<file path="src/include/acmc_pkg.sv">
// Package: constants for the ADC conversion-mode control block
package acmc_pkg;

  // ---------------------------------------------------------------
  // Register map
  // ---------------------------------------------------------------
  localparam logic [7:0] CTRL_ADDR  = 8'hd8; // Byte address of control
  localparam logic [7:0] CTRL_RESET = 8'h00; // Power-on value
  localparam logic [4:0] CTRL_BIT_BASE = 5'h1b; // Bit addresses d8..df

  // ---------------------------------------------------------------
  // Field positions
  // ---------------------------------------------------------------
  localparam int DONE_BIT = 7; // Conversion done flag
  localparam int DMA_BIT  = 6; // DMA mode enable
  localparam int CONT_BIT = 5; // Continuous convert enable
  localparam int SNGL_BIT = 4; // Single convert trigger
  localparam int CHAN_MSB = 3; // Channel select field msb
  localparam int CHAN_LSB = 0; // Channel select field lsb

  // ---------------------------------------------------------------
  // Conversion timing: conversion length in ADC clocks, dividers in core clocks
  // ---------------------------------------------------------------
  localparam logic [4:0] CONV_CLKS = 5'h10; // Clocks after acquisition
  localparam logic [5:0] DIV_SEL0  = 6'h20; // Divider for select 00
  localparam logic [5:0] DIV_SEL1  = 6'h04; // Divider for select 01
  localparam logic [5:0] DIV_SEL2  = 6'h08; // Divider for select 10
  localparam logic [5:0] DIV_SEL3  = 6'h02; // Divider for select 11

  typedef enum logic [1:0] {ACMC_IDLE, ACMC_ACQ, ACMC_CONV} acmc_state_t;

endpackage

</file>
<file path="src/rtl/acmc_conv_seq.sv">
// Conversion sequencer: divides the core clock and times one conversion
`timescale 1ns/1ps

module acmc_conv_seq (
  input  wire logic       clk_sys,
  input  wire logic       rst,
  input  wire logic       start,
  input  wire logic [1:0] clk_div_sel,
  input  wire logic [1:0] acq_sel,
  output logic            busy,
  output logic            done
);

  // ---------------------------------------------------------------
  // Settings are latched at start so a mid-conversion change is safe
  // ---------------------------------------------------------------
  acmc_pkg::acmc_state_t state_reg;
  logic [5:0] div_reg;
  logic [5:0] div_cnt_reg;
  logic [4:0] clk_cnt_reg;
  logic       adc_tick;
  logic [5:0] div_next;

  // Divider ratio from the select code
  always_comb begin
    unique case (clk_div_sel)
      2'b00:   div_next = acmc_pkg::DIV_SEL0;
      2'b01:   div_next = acmc_pkg::DIV_SEL1;
      2'b10:   div_next = acmc_pkg::DIV_SEL2;
      default: div_next = acmc_pkg::DIV_SEL3;
    endcase
  end

  // One-cycle ADC clock enable, restarted with each conversion
  always_ff @(posedge clk_sys or posedge rst) begin
    if (rst) begin
      div_reg     <= 6'h00;
      div_cnt_reg <= 6'h00;
    end else if (start && state_reg == acmc_pkg::ACMC_IDLE) begin
      div_reg     <= div_next;
      div_cnt_reg <= 6'h01;
    end else if (adc_tick) begin
      div_cnt_reg <= 6'h01;
    end else begin
      div_cnt_reg <= div_cnt_reg + 6'h01;
    end
  end

  assign adc_tick = (state_reg != acmc_pkg::ACMC_IDLE) &&
                    (div_cnt_reg == div_reg);

  // Acquisition then a fixed run of conversion clocks
  always_ff @(posedge clk_sys or posedge rst) begin
    if (rst) begin
      state_reg   <= acmc_pkg::ACMC_IDLE;
      clk_cnt_reg <= 5'h00;
      done        <= 1'b0;
    end else begin
      done <= 1'b0;
      unique case (state_reg)
        acmc_pkg::ACMC_IDLE: begin
          if (start) begin
            state_reg   <= acmc_pkg::ACMC_ACQ;
            clk_cnt_reg <= {3'b000, acq_sel} + 5'h01;
          end
        end
        acmc_pkg::ACMC_ACQ: begin
          if (adc_tick) begin
            if (clk_cnt_reg == 5'h01) begin
              state_reg   <= acmc_pkg::ACMC_CONV;
              clk_cnt_reg <= acmc_pkg::CONV_CLKS;
            end else begin
              clk_cnt_reg <= clk_cnt_reg - 5'h01;
            end
          end
        end
        acmc_pkg::ACMC_CONV: begin
          if (adc_tick) begin
            if (clk_cnt_reg == 5'h01) begin
              state_reg <= acmc_pkg::ACMC_IDLE;
              done      <= 1'b1;
            end else begin
              clk_cnt_reg <= clk_cnt_reg - 5'h01;
            end
          end
        end
      endcase
    end
  end

  assign busy = (state_reg != acmc_pkg::ACMC_IDLE);

endmodule // acmc_conv_seq

</file>
<file path="src/rtl/acmc_ctrl.sv">
// Conversion control register with its hardware side effects
`timescale 1ns/1ps

//Function
// - The done flag in bit 7 sets when a single conversion or a DMA block finishes.
// - The done flag clears when the core vectors to the ADC handler, else software clears it.
// - Writing one to the DMA bit enables DMA, and the bit self-clears when the DMA cycle ends.
// - The address latch strobe stops while DMA is armed and runs again once DMA starts or ends.
// - With continuous mode set, a new conversion starts as soon as the last one completes.
// - The register sits at SFR address d8, resets to 00 and every bit is addressable.
// - The single convert bit clears itself when its conversion completes.
// - The channel comes from the select field, or from the stored identifier in DMA mode.
module acmc_ctrl (
  input  wire logic       clk_sys,
  input  wire logic       rst,
  input  wire logic [7:0] sfr_addr,
  input  wire logic       sfr_wr,
  input  wire logic [7:0] sfr_wdata,
  input  wire logic [7:0] bit_addr,
  input  wire logic       bit_wr,
  input  wire logic       bit_wdata,
  input  wire logic       vector_ack,
  input  wire logic       dma_active,
  input  wire logic       dma_conv_req,
  input  wire logic       dma_block_done,
  input  wire logic [3:0] dma_chan_id,
  input  wire logic [1:0] clk_div_sel,
  input  wire logic [1:0] acq_sel,
  input  wire logic       ale_in,
  output logic [7:0]      sfr_rdata,
  output logic [7:0]      ctrl_out,
  output logic            ale_out,
  output logic            conv_start,
  output logic            conv_done,
  output logic            conv_busy,
  output logic [3:0]      conv_chan
);

  // ---------------------------------------------------------------
  // Register access decode
  // ---------------------------------------------------------------
  logic [7:0] adc_conversion_control_reg;
  logic [7:0] wr_val;
  logic       byte_hit;
  logic       bit_hit;
  logic       seq_busy;
  logic       seq_done;
  logic       start_now;
  logic       single_run_reg;

  assign byte_hit = sfr_wr && (sfr_addr == acmc_pkg::CTRL_ADDR);
  assign bit_hit  = bit_wr &&
                    (bit_addr[7:3] == acmc_pkg::CTRL_BIT_BASE);

  // Merge a byte write or a single bit write into one value
  always_comb begin
    wr_val = adc_conversion_control_reg;
    if (byte_hit) begin
      wr_val = sfr_wdata;
    end else if (bit_hit) begin
      wr_val[bit_addr[2:0]] = bit_wdata;
    end
  end

  // ---------------------------------------------------------------
  // Conversion start
  // ---------------------------------------------------------------
  // Starts are only issued while the sequencer idles, so a trigger set
  // during a run waits rather than being dropped.
  logic arm_single;
  logic arm_cont;
  logic arm_dma;

  assign arm_single = adc_conversion_control_reg[acmc_pkg::SNGL_BIT] &&
                      !single_run_reg;
  assign arm_cont   = adc_conversion_control_reg[acmc_pkg::CONT_BIT];
  assign arm_dma    = adc_conversion_control_reg[acmc_pkg::DMA_BIT] &&
                      dma_conv_req;
  assign start_now  = !seq_busy && !conv_start &&
                      (arm_single || arm_cont || arm_dma);

  // Remember that the running conversion belongs to the single trigger
  always_ff @(posedge clk_sys or posedge rst) begin
    if (rst) begin
      single_run_reg <= 1'b0;
    end else if (start_now) begin
      single_run_reg <= arm_single;
    end else if (seq_done) begin
      single_run_reg <= 1'b0;
    end
  end

  // Start pulse and the channel it samples
  always_ff @(posedge clk_sys or posedge rst) begin
    if (rst) begin
      conv_start <= 1'b0;
      conv_chan  <= 4'h0;
    end else begin
      conv_start <= start_now;
      if (start_now) begin
        if (adc_conversion_control_reg[acmc_pkg::DMA_BIT]) begin
          conv_chan <= dma_chan_id;
        end else begin
          conv_chan <= adc_conversion_control_reg[acmc_pkg::CHAN_MSB:
                                                  acmc_pkg::CHAN_LSB];
        end
      end
    end
  end

  acmc_conv_seq u_seq (
    .clk_sys     (clk_sys),
    .rst         (rst),
    .start       (conv_start),
    .clk_div_sel (clk_div_sel),
    .acq_sel     (acq_sel),
    .busy        (seq_busy),
    .done        (seq_done)
  );

  // ---------------------------------------------------------------
  // Control register with hardware set and clear
  // ---------------------------------------------------------------
  // Hardware sets win over any clear in the same cycle.
  logic flag_set;
  logic flag_clr;

  assign flag_set = (seq_done && single_run_reg) ||
                    dma_block_done;
  assign flag_clr = vector_ack;

  always_ff @(posedge clk_sys or posedge rst) begin
    if (rst) begin
      adc_conversion_control_reg <= acmc_pkg::CTRL_RESET;
    end else begin
      adc_conversion_control_reg <= wr_val;
      if (seq_done && single_run_reg) begin
        adc_conversion_control_reg[acmc_pkg::SNGL_BIT] <= 1'b0;
      end
      if (dma_block_done) begin
        adc_conversion_control_reg[acmc_pkg::DMA_BIT] <= 1'b0;
      end
      if (flag_set) begin
        adc_conversion_control_reg[acmc_pkg::DONE_BIT] <= 1'b1;
      end else if (flag_clr) begin
        adc_conversion_control_reg[acmc_pkg::DONE_BIT] <= 1'b0;
      end
    end
  end

  // ---------------------------------------------------------------
  // Outputs, all registered
  // ---------------------------------------------------------------
  // Read data follows the address one cycle later; unmapped reads zero
  always_ff @(posedge clk_sys or posedge rst) begin
    if (rst) begin
      sfr_rdata <= 8'h00;
    end else if (sfr_addr == acmc_pkg::CTRL_ADDR) begin
      sfr_rdata <= adc_conversion_control_reg;
    end else begin
      sfr_rdata <= 8'h00;
    end
  end

  // Strobe is held low only while DMA is armed but not yet running
  always_ff @(posedge clk_sys or posedge rst) begin
    if (rst) begin
      ale_out <= 1'b0;
    end else begin
      ale_out <= ale_in &&
                 !(adc_conversion_control_reg[acmc_pkg::DMA_BIT] &&
                   !dma_active);
    end
  end

  // Status copies for the rest of the ADC
  always_ff @(posedge clk_sys or posedge rst) begin
    if (rst) begin
      ctrl_out  <= acmc_pkg::CTRL_RESET;
      conv_done <= 1'b0;
      conv_busy <= 1'b0;
    end else begin
      ctrl_out  <= adc_conversion_control_reg;
      conv_done <= seq_done;
      conv_busy <= seq_busy || conv_start;
    end
  end

endmodule // acmc_ctrl

</file>
<file path="config.mk">
export PLATFORM = sky130hd
export DESIGN_NAME = acmc_ctrl
export DESIGN_NICKNAME = d
export VERILOG_FILES = /design/src/include/acmc_pkg.sv /design/src/rtl/acmc_conv_seq.sv /design/src/rtl/acmc_ctrl.sv
export SDC_FILE = /design/constraint.sdc
export NUM_CORES = 1
export LEC_CHECK = 0
export BUFFER_PORTS_ARGS = -buffer_cell sky130_fd_sc_hd__buf_4
export CAP_MARGIN = 20
export CELL_PAD_IN_SITES_DETAIL_PLACEMENT = 0
export CELL_PAD_IN_SITES_GLOBAL_PLACEMENT = 1
export CORE_ASPECT_RATIO = 1.2
export CORE_MARGIN = 5
export CORE_UTILIZATION = 43
export DETAILED_ROUTE_END_ITERATION = 16
export PLACE_DENSITY_LB_ADDON = 0.08
export SLEW_MARGIN = 10
export SYNTH_ARGS = -nofsm -noshare
export SYNTH_HDL_FRONTEND = slang
export SYNTH_SLANG_ARGS = --single-unit
</file>
<file path="constraint.sdc">
create_clock -name clk_sys -period 3.29 [get_ports clk_sys]
set_clock_uncertainty 0.15 [all_clocks]
set_input_delay 0 -clock clk_sys [delete_from_list [all_inputs] [get_ports clk_sys]]
set_output_delay 0 -clock clk_sys [all_outputs]
set_load 0.01 [all_outputs]
</file>
Word level (Yosys, flattened, before mapping) --
Cells that the tools add are included.
Storage, ports and cells: ROM bits 0, flip-flop bits (word level) 53, word-level logic and storage cells 98, memory bits (writable) 0, bits in latches 0, memories 0
Cells by class: shift operators 0, equality and inequality tests 14, $add $sub $neg 3, $lt $le $gt $ge 2, reductions and logical operators 31, bitwise gates (word level) 0, mux-type cells 31, divide/modulo/power cells 0, multipliers 0
Operators by type and width (count):
- 5-bit 2-to-1 mux | 5
- 8-bit 2-to-1 mux | 3
- 6-bit case mux with 3 select lines | 1
- 5-bit case mux with 3 select lines | 1
- 1-bit logical AND | 12
- 6-bit 2-to-1 mux | 2
- 1-bit 2-to-1 mux | 10
- 2-bit 2-to-1 mux | 5
- 8-bit bitwise mux | 1
- 8-bit == test, second input constant | 1
- 2-bit by 1-bit != test with 1-bit output, second input constant | 4
- 6-bit by 1-bit adder with 6-bit output, second input constant | 1
- 6-bit == test | 1
- 2-bit case mux with 3 select lines | 1
- 2-bit nonzero test | 3
- 3-bit nonzero test | 2
- 5-bit by 1-bit == test with 1-bit output, second input constant | 1
- 5-bit == test, second input constant | 1
- 1-bit logical NOT | 5
- 5-bit AND reduction | 1
- 5-bit by 1-bit subtractor with 5-bit output, second input constant | 1
- 2-bit by 1-bit == test with 1-bit output, second input constant | 2
- 2-bit == test, second input constant | 2
- 2-bit logical NOT | 2
- 9 further kinds | 13

Depth between registers and ports, before layout --
depth after elaboration 9, depth in mapped cells 7, mapped depth without buffers 7

Hierarchy --
A second synthesis with hierarchy kept.
Unflattened totals: cells, all modules 220, area, all modules 2472.4 sq um
By module, submodules not included:
- acmc_ctrl | sequential area each 825.8 sq um, area each 1386.3 sq um, instances 1, cells an instance 112
- acmc_conv_seq | sequential area each 450.4 sq um, area each 1086.0 sq um, instances 1, cells an instance 108

Worst setup path before layout --
Ideal clock, no wire load.
path kind register to register, start register u_seq.clk_cnt_reg[1], end register u_seq.clk_cnt_reg[1], cell stages (with the launch flop) 8, required time 3.015 ns, data arrival time 1.669 ns, slack 1.346 ns, buffers on the path 0, setup time 0.125 ns, path through dfrtp_1 -> inv_1 -> ha_1 -> or4b_4 -> a21o_1 -> nand2_4 -> o22ai_1 -> mux2_4
Between the ends: cells in the longest elaborated chain, start to end 4, elaborated cells between the ends (all ways) 9, classes of those cells add/sub (1); eq/ne (2); mux (5); reduce/logical (1)
Ends and longest elaborated chain:
- start: declaration | line acmc_conv_seq.sv:20 | logic [4:0] clk_cnt_reg;
- start signal: assignment | line acmc_conv_seq.sv:64 | clk_cnt_reg <= {3'b000, acq_sel} + 5'h01;
- start signal: assignment | line acmc_conv_seq.sv:71 | clk_cnt_reg <= acmc_pkg::CONV_CLKS;
- start signal: assignment | line acmc_conv_seq.sv:73 | clk_cnt_reg <= clk_cnt_reg - 5'h01;
- 5-bit by 1-bit subtractor with 5-bit output / 5-bit by 1-bit == test with 1-bit output (equally long branches)
- 5-bit 2-to-1 mux, on equally long branches | line acmc_conv_seq.sv:79, acmc_conv_seq.sv:69
- 5-bit 2-to-1 mux, on equally long branches | line acmc_conv_seq.sv:78, acmc_conv_seq.sv:68
- 5-bit case mux with 3 select lines | line acmc_conv_seq.sv:60 | unique case (state_reg)
Parallel ways exist; a longest one is shown, timed or not. The select of a mux whose other input is x is not followed. A chain may end at the register's enable or synchronous reset.

Worst setup path in the final report --
start input sfr_addr[1], end register adc_conversion_control_reg[7]
Between the ends: cells in the longest elaborated chain, start to end 5, elaborated cells between the ends (all ways) 6, classes of those cells eq/ne (1); mux (3); reduce/logical (2)
Ends and longest elaborated chain:
- start: declaration | line acmc_ctrl.sv:16 | input wire logic [7:0] sfr_addr,
- 8-bit == test (*) | line acmc_ctrl.sv:51 | assign byte_hit = sfr_wr && (sfr_addr == acmc_pkg::CTRL_ADDR);
- 1-bit logical AND (*) | line acmc_ctrl.sv:51
- 8-bit 2-to-1 mux | line acmc_ctrl.sv:58 | if (byte_hit) begin
- 1-bit 2-to-1 mux | line acmc_ctrl.sv:145 | end else if (flag_clr) begin
- 1-bit 2-to-1 mux | line acmc_ctrl.sv:143 | if (flag_set) begin
- end signal: assignment | line acmc_ctrl.sv:134 | adc_conversion_control_reg <= acmc_pkg::CTRL_RESET;
- end signal: assignment | line acmc_ctrl.sv:136 | adc_conversion_control_reg <= wr_val;
- end: declaration | line acmc_ctrl.sv:42 | logic [7:0] adc_conversion_control_reg;
Mark *: on every way between the ends. The rest lies on a longest branch, timed or not.

==> impl_metrics.py <==
metrics = {
    "final_layout": {
        "antennaDiodeCount": 0,
        "syn2layout_area_growth_pct": 41.2,
        "design_area_sq_um": 3310,
        "nets": 359,
        "fill_cells": 459,
        "drive_above_1_share_pct": 28.1,
    },
    "clock_network": {
        "cts_tree": "done",
        "cts_buffers": 5,
        "clk_pin_slew_worst_paths_ps": 90,
        "cts.sinks": 51,
        "post_cts_buffers": 0,
        "clk_latency_ps": 300,
        "ctsLongestPathBuffers": 2,
        "cts_root_buffer": "clkbuf_8",
        "cts_max_level": 2,
    },
    "floorplanning": {
        "die_w_um": 77.4,
        "io_pins": 66,
        "die-area_sq_um": 7040,
        "die_h_um": 90.9,
        "core_area_sq_um": 5300,
        "initial_utilization_pct": 44.3,
        "num_rows": 29,
    },
    "route": {
        "drt-initial-drc-count": 60,
        "vias": 1866,
        "routed_wl_um": 5370,
        "viasPerCell": 5.02,
        "drc": 0,
        "antenna_left": 0,
        "avgRoutedWirePerCell_um": 14.4,
        "first_pass_iters": 4,
    },
    "global_route": {
        "grt_pass1_wl_um": 9150,
        "overflow": 0,
        "track_usage_pct": 16.0,
        "grt_pass1_vias": 1924,
        "grt_max_degree": 52,
        "antenna_found_initial": 0,
    },
    "setup_path": {
        "end_kind": "register",
        "worstPathArrival_ps": 2400,
        "crit_slowest_cell": "dlygate4sd3_1",
        "worstPathRequired_ps": 3380,
        "crit_type": "input pin to register",
        "setup.worst_path.start_class": "input pin",
        "critical_path.max_fanout": 16,
        "cpPeakStageDelay_ps": 570,
        "crit_chain": "dlygate4sd3_1, buf_4, nor4_4, nand2_1, and3_1, o31ai_1, dlygate4sd3_1",
        "cpMostUsedCell": "dlygate4sd3_1",
    },
    "sta": {
        "slew_headroom_pct": 63.2,
        "slew_viol_final": 0,
        "min_period_over_period_pct": 70.2,
        "max_freq_ghz": 0.433,
        "rsz0062_at_grt": "no",
        "final_hold_viol_count": 0,
        "fin_crit_ps": 2310,
        "setup_viol": 0,
        "final.setup.tns_ps": 0,
        "tightestPinTransition_ps": 544,
    },
    "synthesis": {
        "ys_ff_latch": 51,
        "synth_ff_type": "dfrtp_1",
        "yosysTopAreaCellShare_pct": 54.4,
        "synth_largest_area_cell": "dfrtp_1",
        "synth_area_sq_um": 2350,
        "avgSynthCellArea_sq_um": 11.1,
        "seq_area_frac_synth_pct": 54.4,
        "yosysWarnings": 0,
        "synth_commonest_cells": "dfrtp_1 (51), nor2_1 (22), nand2_1 (16)",
        "yosysMostFrequentCell": "dfrtp_1",
        "syn-instance-count": 212,
        "syn_nets": 261,
        "async_reset_ff_share_pct": 100,
        "synth_edf_count": 0,
        "ys_types": 46,
        "ys_top_cells_by_area": "dfrtp_1 (54%), mux2i_1 (4.7%), ha_1 (3.7%)",
    },
    "power_and_ir_drop": {
        "worst_ir_drop_vdd_uv": 264,
        "leakagePower_nw": 1.60,
        "power_density_nw_per_um2": 640,
    },
    "outcome": {
        "outcome": "complete, no violations",
    },
    "placed_design": {
        "gp_congestion": 0.766,
        "post_dp_cell_area_sq_um": 2900,
        "numPortBuffers": 65,
        "dp_hpwl_um": 3820,
    },
    "min_path": {
        "hp-class": "input pin to asynchronous set/reset pin",
    },
    "run": {
        "maxCapViolations": 0,
    },
}
## routing by layer
metal | routed length (um) | global-route usage (%) | vias up
met5 | 0 | 0 | -
met2 | 2900 | 28.7 | 34
li1 | - | - | 936
met3 | 198 | 3.69 | 6
met1 | 2210 | 18.9 | 890
met4 | 61 | 4.58 | 0
## through the flow
step / power, mW / instances / utilization [%] / setup slack [ps] / hold WS (ps)
after floorplan: 1.43 / 212 / - / 1350 / -83.8
after global placement: 1.67 / 335 / 54.7 / 1270 / 21.7
after detailed placement: 1.67 / 335 / 54.7 / 1230 / 17.3
after CTS: 2.14 / 371 / 62.2 / 950 / 59.0
after global routing: 2.28 / 372 / 62.5 / 861 / 68.6
final: 2.12 / 372 / 62.5 / 980 / 51.0
## timing repair
action	in CTS	in global routing
endpoints found under the hold margin	77	0
hold buffers	29	0
resized for setup	0	0
## worst max-delay path, delay by kind of cell
family,cells,cell delay (ps)
compound gates,1,210
buf+inv,3,1240
simple gates,3,930
## cell usage in the layout, fill, tap and decap left out, drive strengths merged, types with 7 or more instances in the layout
cell          n
buf          66
dfrtp        51
dlygate4sd3  29
nor2         22
nand2        17
a21oi        14
mux2i        11
inv          10
and2          9
ha            7
o21ai         7
## final cells by class
cell class	count	area, sq um	area share, %
sequential	51	1280	38.5
inverter	10	37.5	1.13
tap	62	77.6	2.34
timing repair buffer	95	798	24.1
multi-input combinational	147	1020	30.7
clock buffer	5	68.8	2.08
clock inverter	2	37.5	1.13
## cells by family after synthesis
group / after synthesis / share of synthesized area, %
compound gates: 38 / 10.5
xor+xnor: 8 / 2.99
fa+ha+maj: 7 / 3.73
buf+inv: 14 / 2.24
flops: 51 / 54.4
mux: 14 / 6.61
simple gates: 80 / 19.5
## where the power goes
part           leakage [nW]  internal, mW  total (mW)  switching, mW
logic                 0.888         0.404       0.790          0.386
clock network        0.0502         0.222       0.423          0.200
registers             0.663         0.777       0.907          0.130
## worst paths after layout
kind | slack (ps) | depth (start not counted) | from | endpoint
worst max-delay path | 980 | 7 | sfr_addr[1] | adc_conversion_control_reg[7]$_DFFE_PP0P_
worst min-delay path | 50 | 3 | rst | u_seq.div_reg[3]$_DFFE_PP0P_
worst max register to register | 1210 | 7 | u_seq.state_reg[0]$_DFFE_PP0P_ | u_seq.clk_cnt_reg[4]$_DFFE_PP0P_
worst min register to register | 250 | 0 | adc_conversion_control_reg[7]$_DFFE_PP0P_ | ctrl_out[7]$_DFF_PP0_
max in group asynchronous | 2450 | 4 | rst | ctrl_out[7]$_DFF_PP0_
min in group clk_sys | 70 | 3 | dma_conv_req | conv_start$_DFF_PP0_
Power figures use the tool's default switching activity.
